File: config.mk
export PLATFORM = sky130hd
export DESIGN_NAME = csi_status_irq
export DESIGN_NICKNAME = d
export VERILOG_FILES = /design/src/core/csi_pkg.sv /design/src/core/csi_status_irq.sv /design/src/core/csi_sticky_bit.sv /design/src/core/csi_lock_pin.sv
export VERILOG_INCLUDE_DIRS = /design/src /design/src/core
export SDC_FILE = /design/constraint.sdc
export NUM_CORES = 1
export LEC_CHECK = 0
export BUFFER_PORTS_ARGS = -buffer_cell sky130_fd_sc_hd__buf_2
export CORE_MARGIN = 1
export CORE_UTILIZATION = 35
export CTS_CLUSTER_SIZE = 10
export DETAILED_ROUTE_END_ITERATION = 12
export PLACE_DENSITY_LB_ADDON = 0.05
export SLEW_MARGIN = 20
export SYNTH_ARGS = -nofsm -noshare
export SYNTH_HDL_FRONTEND = slang
export SYNTH_SLANG_ARGS = --single-unit
File: constraint.sdc
create_clock -name ref_clk -period 1.26 [get_ports ref_clk]
set_input_delay 0.189 -clock ref_clk [delete_from_list [all_inputs] [get_ports ref_clk]]
set_output_delay 0.189 -clock ref_clk [all_outputs]
set_load 0.01 [all_outputs]
File: src/core/csi_regs.svh
// Register offsets, field positions and reset values of the clock status interrupt logic
`ifndef CSI_REGS_SVH
`define CSI_REGS_SVH
`define CSI_ADDR_LOSS_IE      8'h68
`define CSI_ADDR_REFHOLD_IE   8'h69
`define CSI_ADDR_LOCK_STICKY  8'h6C
`define CSI_ADDR_LOCK_LIVE    8'h6D
`define CSI_ADDR_REF_STICKY   8'h6E
`define CSI_ADDR_REF_LIVE     8'h6F
`define CSI_ADDR_LOCK_PIN_CFG 8'h70
`define CSI_BIT_SYNTH         5
`define CSI_BIT_JITTER        4
`define CSI_BIT_IN1           1
`define CSI_BIT_IN0           0
`define CSI_BIT_REF           1
`define CSI_BIT_HOLD          0
`define CSI_BIT_CAL           2
`define CSI_SEL_LSB           6
`define CSI_IE_RESET          8'h00
`define CSI_STICKY_RESET      1'b1
`define CSI_ZERO_BYTE         8'h00
`define CSI_LOSS_IE_MASK      8'h33
`define CSI_REFHOLD_IE_MASK   8'h03
`endif

File: src/core/csi_pkg.sv
// Types shared by the clock status interrupt logic
package csi_pkg;
    // Live conditions from the PLLs, detectors and the selection machine
    typedef struct packed {
        logic [1:0] selectedInput;
        logic       synthLockLive_n;
        logic       jitterLockLive_n;
        logic       input1ActiveLive;
        logic       input0ActiveLive;
        logic       refPresentLive;
        logic       holdoverLive_n;
        logic       synthCalBusy;
    } csi_live_type;
    // One register access from the serial configuration port
    typedef struct packed {
        logic       wrStb;
        logic       rdStb;
        logic [7:0] addr;
        logic [7:0] wdata;
    } csi_req_type;
    typedef enum logic [1:0] {
        CSI_LP_IDLE = 2'b00,
        CSI_LP_LOST = 2'b01
    } csi_lp_type;
endpackage : csi_pkg

File: src/core/csi_status_irq.sv
// Status registers, sticky latches and interrupt pin of the clock conditioner
`timescale 1ns/1ns
`include "csi_regs.svh"
// Functional notes
// - Synth lock-loss enable bit 5 gates interrupt
// - Jitter lock-loss enable bit 4 gates interrupt
// - Input LOS enables bits 1 and 0
// - Reference sticky change interrupts when enabled
// - Holdover entry interrupts when enabled
// - Disabled enables still latch, no interrupt
// - Synth lock sticky, active low, W1C
// - Jitter lock sticky, active low, W1C
// - Input LOS stickies, active low, W1C
// - Live register shows selected input
// - Live synth lock bit feeds sticky
// - Live jitter lock bit feeds sticky
// - Live input activity bits feed stickies
// - Reference sticky reads lost since clear
// - Holdover sticky reads entry since clear
// - Calibration busy bit reads live
// - Live reference presence feeds sticky
// - Live holdover bit reads live
// - Lock pin masks jitter condition when set
module csi_status_irq
    import csi_pkg::*;
(
    input  wire logic         ref_clk,
    input  wire logic         nrst,
    input  wire csi_req_type  req,
    input  wire csi_live_type live,
    output logic [7:0]        rdata_ff,
    output logic              interrupt_out_n,
    output logic              lockPin
);
    //==========================================================
    // Enable registers
    logic [7:0] lossIeFf;
    logic [7:0] refHoldIeFf;
    logic       lockMaskFf;
    logic       refStickyPrevFf;
    logic       refEdgePendFf;
    logic       refClearFf;
    logic       intNFf;
    wire logic  wrLossIe;
    wire logic  wrRefHoldIe;
    wire logic  wrLockSticky;
    wire logic  wrRefSticky;
    wire logic  wrLockCfg;
    // Address decode
    assign wrLossIe     = req.wrStb && (req.addr == `CSI_ADDR_LOSS_IE);
    assign wrRefHoldIe  = req.wrStb && (req.addr == `CSI_ADDR_REFHOLD_IE);
    assign wrLockSticky = req.wrStb && (req.addr == `CSI_ADDR_LOCK_STICKY);
    assign wrRefSticky  = req.wrStb && (req.addr == `CSI_ADDR_REF_STICKY);
    assign wrLockCfg    = req.wrStb && (req.addr == `CSI_ADDR_LOCK_PIN_CFG);
    wire logic synth_pll_lockloss_irq_en  = lossIeFf[`CSI_BIT_SYNTH];
    wire logic jitter_pll_lockloss_irq_en = lossIeFf[`CSI_BIT_JITTER];
    wire logic input1_los_irq_en          = lossIeFf[`CSI_BIT_IN1];
    wire logic input0_los_irq_en          = lossIeFf[`CSI_BIT_IN0];
    wire logic ref_status_irq_en          = refHoldIeFf[`CSI_BIT_REF];
    wire logic holdover_irq_en            = refHoldIeFf[`CSI_BIT_HOLD];
    // Only documented enable bits are kept; reserved bits read zero
    always_ff @(posedge ref_clk or negedge nrst) begin
        if (!nrst) begin
            lossIeFf    <= `CSI_IE_RESET;
            refHoldIeFf <= `CSI_IE_RESET;
            lockMaskFf  <= 1'b0;
        end else begin
            if (wrLossIe) begin
                lossIeFf <= req.wdata & `CSI_LOSS_IE_MASK;
            end
            if (wrRefHoldIe) begin
                refHoldIeFf <= req.wdata & `CSI_REFHOLD_IE_MASK;
            end
            if (wrLockCfg) begin
                lockMaskFf <= req.wdata[0];
            end
        end
    end
    //==========================================================
    // Sticky latches, fed by the live bits
    wire logic synth_pll_lock_sticky_n;
    wire logic jitter_pll_lock_sticky_n;
    wire logic input1_active_sticky;
    wire logic input0_active_sticky;
    wire logic ref_present_sticky;
    wire logic holdover_sticky_n;
    csi_sticky_bit uSynth (
        .ref_clk    (ref_clk),
        .nrst       (nrst),
        .event_i    (!live.synthLockLive_n),
        .clear_i    (wrLockSticky && req.wdata[`CSI_BIT_SYNTH]),
        .latch_n_ff (synth_pll_lock_sticky_n)
    );
    csi_sticky_bit uJitter (
        .ref_clk    (ref_clk),
        .nrst       (nrst),
        .event_i    (!live.jitterLockLive_n),
        .clear_i    (wrLockSticky && req.wdata[`CSI_BIT_JITTER]),
        .latch_n_ff (jitter_pll_lock_sticky_n)
    );
    csi_sticky_bit uIn1 (
        .ref_clk    (ref_clk),
        .nrst       (nrst),
        .event_i    (!live.input1ActiveLive),
        .clear_i    (wrLockSticky && req.wdata[`CSI_BIT_IN1]),
        .latch_n_ff (input1_active_sticky)
    );
    csi_sticky_bit uIn0 (
        .ref_clk    (ref_clk),
        .nrst       (nrst),
        .event_i    (!live.input0ActiveLive),
        .clear_i    (wrLockSticky && req.wdata[`CSI_BIT_IN0]),
        .latch_n_ff (input0_active_sticky)
    );
    csi_sticky_bit uRef (
        .ref_clk    (ref_clk),
        .nrst       (nrst),
        .event_i    (!live.refPresentLive),
        .clear_i    (wrRefSticky && req.wdata[`CSI_BIT_REF]),
        .latch_n_ff (ref_present_sticky)
    );
    csi_sticky_bit uHold (
        .ref_clk    (ref_clk),
        .nrst       (nrst),
        .event_i    (!live.holdoverLive_n),
        .clear_i    (wrRefSticky && req.wdata[`CSI_BIT_HOLD]),
        .latch_n_ff (holdover_sticky_n)
    );
    //==========================================================
    // Reference sticky change tracking; either direction is an event.
    // The rise that a software clear itself causes is not a new change,
    // otherwise every clear would re-arm the interrupt it just cleared.
    wire logic refClearWr = wrRefSticky && req.wdata[`CSI_BIT_REF];
    wire logic refChanged = (ref_present_sticky != refStickyPrevFf) &&
                            !(refClearFf && ref_present_sticky);
    always_ff @(posedge ref_clk or negedge nrst) begin
        if (!nrst) begin
            refStickyPrevFf <= `CSI_STICKY_RESET;
            refEdgePendFf   <= 1'b0;
            refClearFf      <= 1'b0;
        end else begin
            refStickyPrevFf <= ref_present_sticky;
            refClearFf      <= refClearWr;
            if (refChanged) begin
                refEdgePendFf <= 1'b1;
            end else if (refClearWr) begin
                refEdgePendFf <= 1'b0;
            end
        end
    end
    //==========================================================
    // Interrupt combine; disabled sources latch but stay silent
    wire logic irqAny =
        (synth_pll_lockloss_irq_en  && !synth_pll_lock_sticky_n)  ||
        (jitter_pll_lockloss_irq_en && !jitter_pll_lock_sticky_n) ||
        (input1_los_irq_en          && !input1_active_sticky)     ||
        (input0_los_irq_en          && !input0_active_sticky)     ||
        (ref_status_irq_en          && refEdgePendFf)             ||
        (holdover_irq_en            && !holdover_sticky_n);
    // Level output: low while anything enabled is pending
    always_ff @(posedge ref_clk or negedge nrst) begin
        if (!nrst) begin
            intNFf <= 1'b1;
        end else begin
            intNFf <= !irqAny;
        end
    end
    assign interrupt_out_n = intNFf;
    //==========================================================
    // Read data mux, registered; unmapped addresses read zero
    wire logic [7:0] lockSticky = {2'b00, synth_pll_lock_sticky_n, jitter_pll_lock_sticky_n,
                                   2'b00, input1_active_sticky, input0_active_sticky};
    wire logic [7:0] lockLive   = {live.selectedInput, live.synthLockLive_n,
                                   live.jitterLockLive_n, 2'b00,
                                   live.input1ActiveLive, live.input0ActiveLive};
    wire logic [7:0] refSticky  = {6'b000000, ref_present_sticky, holdover_sticky_n};
    wire logic [7:0] refLive    = {5'b00000, live.synthCalBusy,
                                   live.refPresentLive, live.holdoverLive_n};
    logic [7:0] rdMux;
    always_comb begin
        unique case (req.addr)
            `CSI_ADDR_LOSS_IE:      rdMux = lossIeFf;
            `CSI_ADDR_REFHOLD_IE:   rdMux = refHoldIeFf;
            `CSI_ADDR_LOCK_STICKY:  rdMux = lockSticky;
            `CSI_ADDR_LOCK_LIVE:    rdMux = lockLive;
            `CSI_ADDR_REF_STICKY:   rdMux = refSticky;
            `CSI_ADDR_REF_LIVE:     rdMux = refLive;
            `CSI_ADDR_LOCK_PIN_CFG: rdMux = {7'b0000000, lockMaskFf};
            default:                rdMux = `CSI_ZERO_BYTE;
        endcase
    end
    always_ff @(posedge ref_clk or negedge nrst) begin
        if (!nrst) begin
            rdata_ff <= `CSI_ZERO_BYTE;
        end else if (req.rdStb) begin
            rdata_ff <= rdMux;
        end
    end
    //==========================================================
    // Lock pin
    csi_lock_pin uLockPin (
        .ref_clk              (ref_clk),
        .nrst                 (nrst),
        .synthLock_n          (live.synthLockLive_n),
        .jitterLock_n         (live.jitterLockLive_n),
        .jitter_lock_pin_mask (lockMaskFf),
        .lockPin_ff           (lockPin)
    );
endmodule : csi_status_irq

File: src/core/csi_sticky_bit.sv
// One sticky status latch, reads 0 once its event has been seen
`timescale 1ns/1ns
`include "csi_regs.svh"
module csi_sticky_bit (
    input  wire logic ref_clk,
    input  wire logic nrst,
    input  wire logic event_i,
    input  wire logic clear_i,
    output logic      latch_n_ff
);
    // Event wins over a same-cycle clear so nothing is lost
    always_ff @(posedge ref_clk or negedge nrst) begin
        if (!nrst) begin
            latch_n_ff <= `CSI_STICKY_RESET;
        end else if (event_i) begin
            latch_n_ff <= 1'b0;
        end else if (clear_i) begin
            latch_n_ff <= 1'b1;
        end
    end
endmodule : csi_sticky_bit

File: src/core/csi_lock_pin.sv
// Lock output pin driver with jitter-lock masking
`timescale 1ns/1ns
module csi_lock_pin
    import csi_pkg::*;
(
    input  wire logic ref_clk,
    input  wire logic nrst,
    input  wire logic synthLock_n,
    input  wire logic jitterLock_n,
    input  wire logic jitter_lock_pin_mask,
    output logic      lockPin_ff
);
    wire logic  lost;
    // Masked condition cannot pull the pin down
    assign lost = !synthLock_n || (!jitterLock_n && !jitter_lock_pin_mask);
    // Pin shows unlocked out of reset until the first clean edge
    always_ff @(posedge ref_clk or negedge nrst) begin
        if (!nrst) begin
            lockPin_ff <= 1'b0;
        end else begin
            lockPin_ff <= !lost;
        end
    end
endmodule : csi_lock_pin

Word level (Yosys, flattened, before mapping)
Index checks and enable logic that the tools add are counted.
{"block": "word_totals", "regBits": 26, "input_bits": 29, "output_inout_bits": 10, "wordCells": 82}
{"block": "op_classes", "eq_ne": 14, "n_mux": 15, "n_reduce_logical": 38}
{"operator": "8-bit by 7-bit equality test with 1-bit output (second input constant)", "n": 7}
{"operator": "8-bit one-hot mux with 7 select lines", "n": 1}
{"operator": "1-bit logical AND", "n": 20}
{"operator": "1-bit two-way mux", "n": 14}
{"operator": "2-bit by 1-bit != test with 1-bit output (second input constant)", "n": 6}
{"operator": "1-bit zero test", "n": 11}
{"operator": "1-bit logical OR", "n": 6}
{"operator": "2-bit nonzero test", "n": 1}
{"operator": "1-bit != test", "n": 1}

Depth between registers and ports, before layout
{"block": "logic_depth", "ltp_word": 8, "mapped_depth": 5, "ltp_nobuf": 4}

Modules after synthesis
Synthesis repeated with hierarchy kept, for this count alone.
{"block": "hier_totals", "cells_unflattened": 121, "area_unflattened_um2": 1321.3}
{"module": "csi_status_irq", "area_per_inst_um2": 1071.0, "n_inst": 1, "cells_each": 107, "seq_area_each_um2": 452.9}
{"module": "csi_sticky_bit", "area_per_inst_um2": 36.3, "n_inst": 6, "cells_each": 2, "seq_area_each_um2": 26.3}
{"module": "csi_lock_pin", "area_per_inst_um2": 32.5, "n_inst": 1, "cells_each": 2, "seq_area_each_um2": 25.0}

Worst setup path before layout
Ideal clock, no wire load.
{"block": "synth_path", "path_type": "register -> register", "start": "reg uJitter.latch_n_ff", "end": "reg intNFf, in the netlist interrupt_out_n", "n_path_buf": 0, "path_stages_with_launch": 4, "period_less_slack_ns": 1.128, "required_time_ns": 1.162, "path_slack_ns": 0.132, "arrival_time_ns": 1.030, "setup_ns": 0.098, "cell_sequence": "dfstp_2 > inv_1 > a221o_1 > a221oi_1"}
{"block": "synth_between", "elab_chain_cells": 8}
{"element": "start, declared", "line_no": "csi_sticky_bit.sv:9", "source": "output logic latch_n_ff"}
{"element": "start signal, assigned", "line_no": "csi_sticky_bit.sv:14", "source": "latch_n_ff <= `CSI_STICKY_RESET;"}
{"element": "1-bit zero test", "line_no": "csi_status_irq.sv:155", "source": "(jitter_pll_lockloss_irq_en && !jitter_pll_lock_sticky_n) ||"}
{"element": "1-bit logical AND", "line_no": "csi_status_irq.sv:155"}
{"element": "1-bit logical OR", "line_no": "csi_status_irq.sv:154", "source": "(synth_pll_lockloss_irq_en && !synth_pll_lock_sticky_n) ||"}
{"element": "1-bit logical OR", "line_no": "csi_status_irq.sv:155"}
{"element": "1-bit logical OR", "line_no": "csi_status_irq.sv:156", "source": "(input1_los_irq_en && !input1_active_sticky) ||"}
{"element": "1-bit logical OR", "line_no": "csi_status_irq.sv:157", "source": "(input0_los_irq_en && !input0_active_sticky) ||"}
{"element": "1-bit logical OR", "line_no": "csi_status_irq.sv:158", "source": "(ref_status_irq_en && refEdgePendFf) ||"}
{"element": "1-bit zero test", "line_no": "csi_status_irq.sv:165", "source": "intNFf <= !irqAny;"}
{"element": "end signal, assigned", "line_no": "csi_status_irq.sv:165"}
{"element": "end, declared", "line_no": "csi_status_irq.sv:43", "source": "logic intNFf;"}
No other way between the ends.
A chain may end at the register's enable or synchronous reset.

Worst setup path after layout
{"block": "layout_path", "start": "reg uSynth.latch_n_ff", "end": "reg intNFf, in the netlist interrupt_out_n"}
{"block": "layout_between", "elab_chain_cells": 8}
{"element": "start, declared", "line_no": "csi_sticky_bit.sv:9"}
{"element": "start signal, assigned", "line_no": "csi_sticky_bit.sv:14"}
{"element": "1-bit zero test", "line_no": "csi_status_irq.sv:154"}
{"element": "1-bit logical AND", "line_no": "csi_status_irq.sv:154"}
{"element": "1-bit logical OR", "line_no": "csi_status_irq.sv:154"}
{"element": "1-bit logical OR", "line_no": "csi_status_irq.sv:155"}
{"element": "1-bit logical OR", "line_no": "csi_status_irq.sv:156"}
{"element": "1-bit logical OR", "line_no": "csi_status_irq.sv:157"}
{"element": "1-bit logical OR", "line_no": "csi_status_irq.sv:158"}
{"element": "1-bit zero test", "line_no": "csi_status_irq.sv:165"}
No other way between the ends.

==> impl_metrics.ini <==
[clock_network]
cts_setup_buffers = 0
insertion_delay_ps = 260
cts_made_buffers = 3
clkTransAtPathRegs_ps = 90
cts_tree = built
clock_sinks = 25
cts-root-buf = clkbuf_8
htreeDepth = 1
clockBufferDepth = 2

[global_route]
grt_first_pass_wirelength_mm = 5.02
antenna_found_initial = 0
grt_max_degree = 26
grt_usage_pct = 16.2
overflow = 0
first_global_vias = 1004

[drt]
dr_total_vias = 1007
drt_first_pass_iters = 4
wl_met1_mm = 1.45
via_per_inst = 4.82
post_drt_wl_per_cell_um = 14.1
remaining_drc_errors = 0
wl_met3_um = 98
routed-wl-met2_mm = 1.38
drtIter0Drc = 53
drt_wl_total_mm = 2.95
top_layer_used = met4
ant_nets = 0

[timing]
worstMarginPinSlew_ps = 552
fmaxAchievable_ghz = 0.845
slew_headroom_pct = 63.2
setup_violations = 0
period_share_pct = 93.9
setup_tns_ps = 0
hold_viol = 0
rsz0062_at_grt = no
min_period_ps = 1180
report.final.slew_viol_count = 0
fin_skew_ps = 1.32

[yosys]
synth_edf_count = 0
synth-seq-cells = 25
synth_top_cell_by_area = dfrtp_1
synth_area_um2 = 1340
yosys.area.top_type_share_pct = 31.7
synth-seq-area-share_pct = 47.3
async_flop_share_pct = 100
avgSynthCellArea_um2 = 11.3
synth_flop_cell = dfrtp_1
syn_nets = 148
synthDistinctLibCells = 39
synth_cells = 119
ys_warn_count = 0
synth.area.top_cells = dfrtp_1 32%, dfstp_2 16%, mux2_2 5.0%

[hold_path]
hold_class = input pin to flip-flop

[cells_and_area]
layout.nets = 191
utilization_pct = 45.5
areaGrowthSynthToFinish_pct = 24.0
layout-drive-gt1-share_pct = 44.7
layout_common_cells = 33 x buf_2, 17 x dfrtp_1, 14 x inv_1, 8 x dfstp_2, 8 x buf_4
layout_commonest_cell = buf_2
antennaDiodeCount = 0
fill_cells = 367

[worst_setup_path]
cp_num_buf_inv = 0
worstSetupEndpointType = flip-flop
crit_chain = o22ai_1, a221o_1, a221oi_2
crit_family = flip-flops
cp.arrival_ps = 1370
slowest_stage = dfstp_2
startpoint_type = flip-flop
slowest_delay_ps = 550
cp.required_ps = 1440
critPathKind = flip-flop to flip-flop
cp_max_fo = 3

[floorplan]
start_util_pct = 36.7
rows = 22
pin_count = 39
core_area_um2 = 3660
die_w_um = 63.9
dieHeight_um = 63.9
die_area_um2 = 4090

[job]
maxCapViolations = 0

[power]
power.density_nw_per_um2 = 928
leakagePower_nw = 0.788
ir_drop_v = 0.000317

[placed_design]
dpl.hpwl_mm = 2.31
gp_congestion = 0.766
portBuffers = 33

[outcome]
run_status = finished, final reports clean
==> Yosys cell counts, types with 2 or more instances <==
cell type / count
nor2b_1: 6
o21a_1: 2
nand4_1: 3
inv_1: 14
mux2_4: 4
nand2_1: 3
nand2b_1: 2
a22o_1: 2
mux2i_1: 5
mux2_2: 6
nand2b_4: 2
nand3_1: 3
dfstp_2: 8
nor2_4: 2
o22ai_1: 7
buf_4: 3
o21ai_0: 4
a21oi_1: 5
dfrtp_1: 17
nor2_1: 2
==> where the power goes <==
| group | switching, W | internal [W] |
|---|---|---|
| clock | 0.000254 | 0.000221 |
| combinational | 0.000117 | 0.000108 |
| sequential | 0.0000138 | 0.000830 |
==> worst paths after layout <==
check | startpoint | endpoint | slack [ps] | depth (start not counted)
hold reg to reg | uRef.latch_n_ff$_DFFE_PN1P_ | refStickyPrevFf$_DFF_PN1_ | 400 | 0
hold / removal | live[2] | uRef.latch_n_ff$_DFFE_PN1P_ | 120 | 2
setup reg to reg | uSynth.latch_n_ff$_DFFE_PN1P_ | interrupt_out_n$_DFF_PN1_ | 80 | 3
min in group asynchronous | nrst | rdata_ff[2]$_DFFE_PN0P_ | 440 | 2
setup / recovery | uSynth.latch_n_ff$_DFFE_PN1P_ | interrupt_out_n$_DFF_PN1_ | 80 | 3
max in group asynchronous | nrst | uSynth.latch_n_ff$_DFFE_PN1P_ | 440 | 2
==> per-stage QoR <==
step | worst slack [ps] | instances | instance area [um2] | total power [W] | hold WS, ps
floorplan | 132 | 119 | 1340 | 0.000968 | -107
global placement | -60.3 | 204 | 1600 | 0.00108 | 212
detailed placement | -64.7 | 204 | 1600 | 0.00108 | 216
CTS | 23.8 | 209 | 1660 | 0.00156 | 111
global route | 4.92 | 209 | 1660 | 0.00163 | 126
finish | 76.3 | 209 | 1660 | 0.00154 | 122
==> state kept, by name (all words and copies together) (netlist names) <==
signal               flops
interrupt_out_n          1
lockMaskFf               1
lossIeFf                 4
rdata_ff                 7
refClearFf               1
refEdgePendFf            1
refHoldIeFf              2
refStickyPrevFf          1
uHold.latch_n_ff         1
uIn0.latch_n_ff          1
uIn1.latch_n_ff          1
uJitter.latch_n_ff       1
uLockPin.lockPin_ff      1
uRef.latch_n_ff          1
uSynth.latch_n_ff        1
==> metal layers <==
layer	global-route usage, %	vias up
li1	-	508
met1	22.6	475
met2	25.8	22
met3	2.32	2
met4	5.11	0
met5	0	-
==> cell families after synthesis <==
logic type             share of synthesized area (%)
flip-flops                                      47.3
other                                          0.279
AND/OR/NAND/NOR                                 19.9
buffers and inverters                           5.87
AO/OA/AOI/OAI                                   13.4
multiplexers                                    13.2
==> area by class of cell <==
type | instances | area (um2) | share of cell area [%]
Timing Repair Buffer | 42 | 235 | 14.1
Clock buffer | 3 | 41.3 | 2.48
Inverter | 14 | 52.6 | 3.16
Clock inverter | 1 | 5.00 | 0.301
Multi-Input combinational cell | 76 | 634 | 38.1
Tap cell | 48 | 60.1 | 3.61
Sequential cell | 25 | 636 | 38.2
==> timing repair <==
action,4_1_cts,5_1_grt
hold buffers,1,0
resized for setup,0,1
endpoints found under the setup margin,0,1
endpoints found under the hold margin,17,0
(Power assumes the default switching activity.)
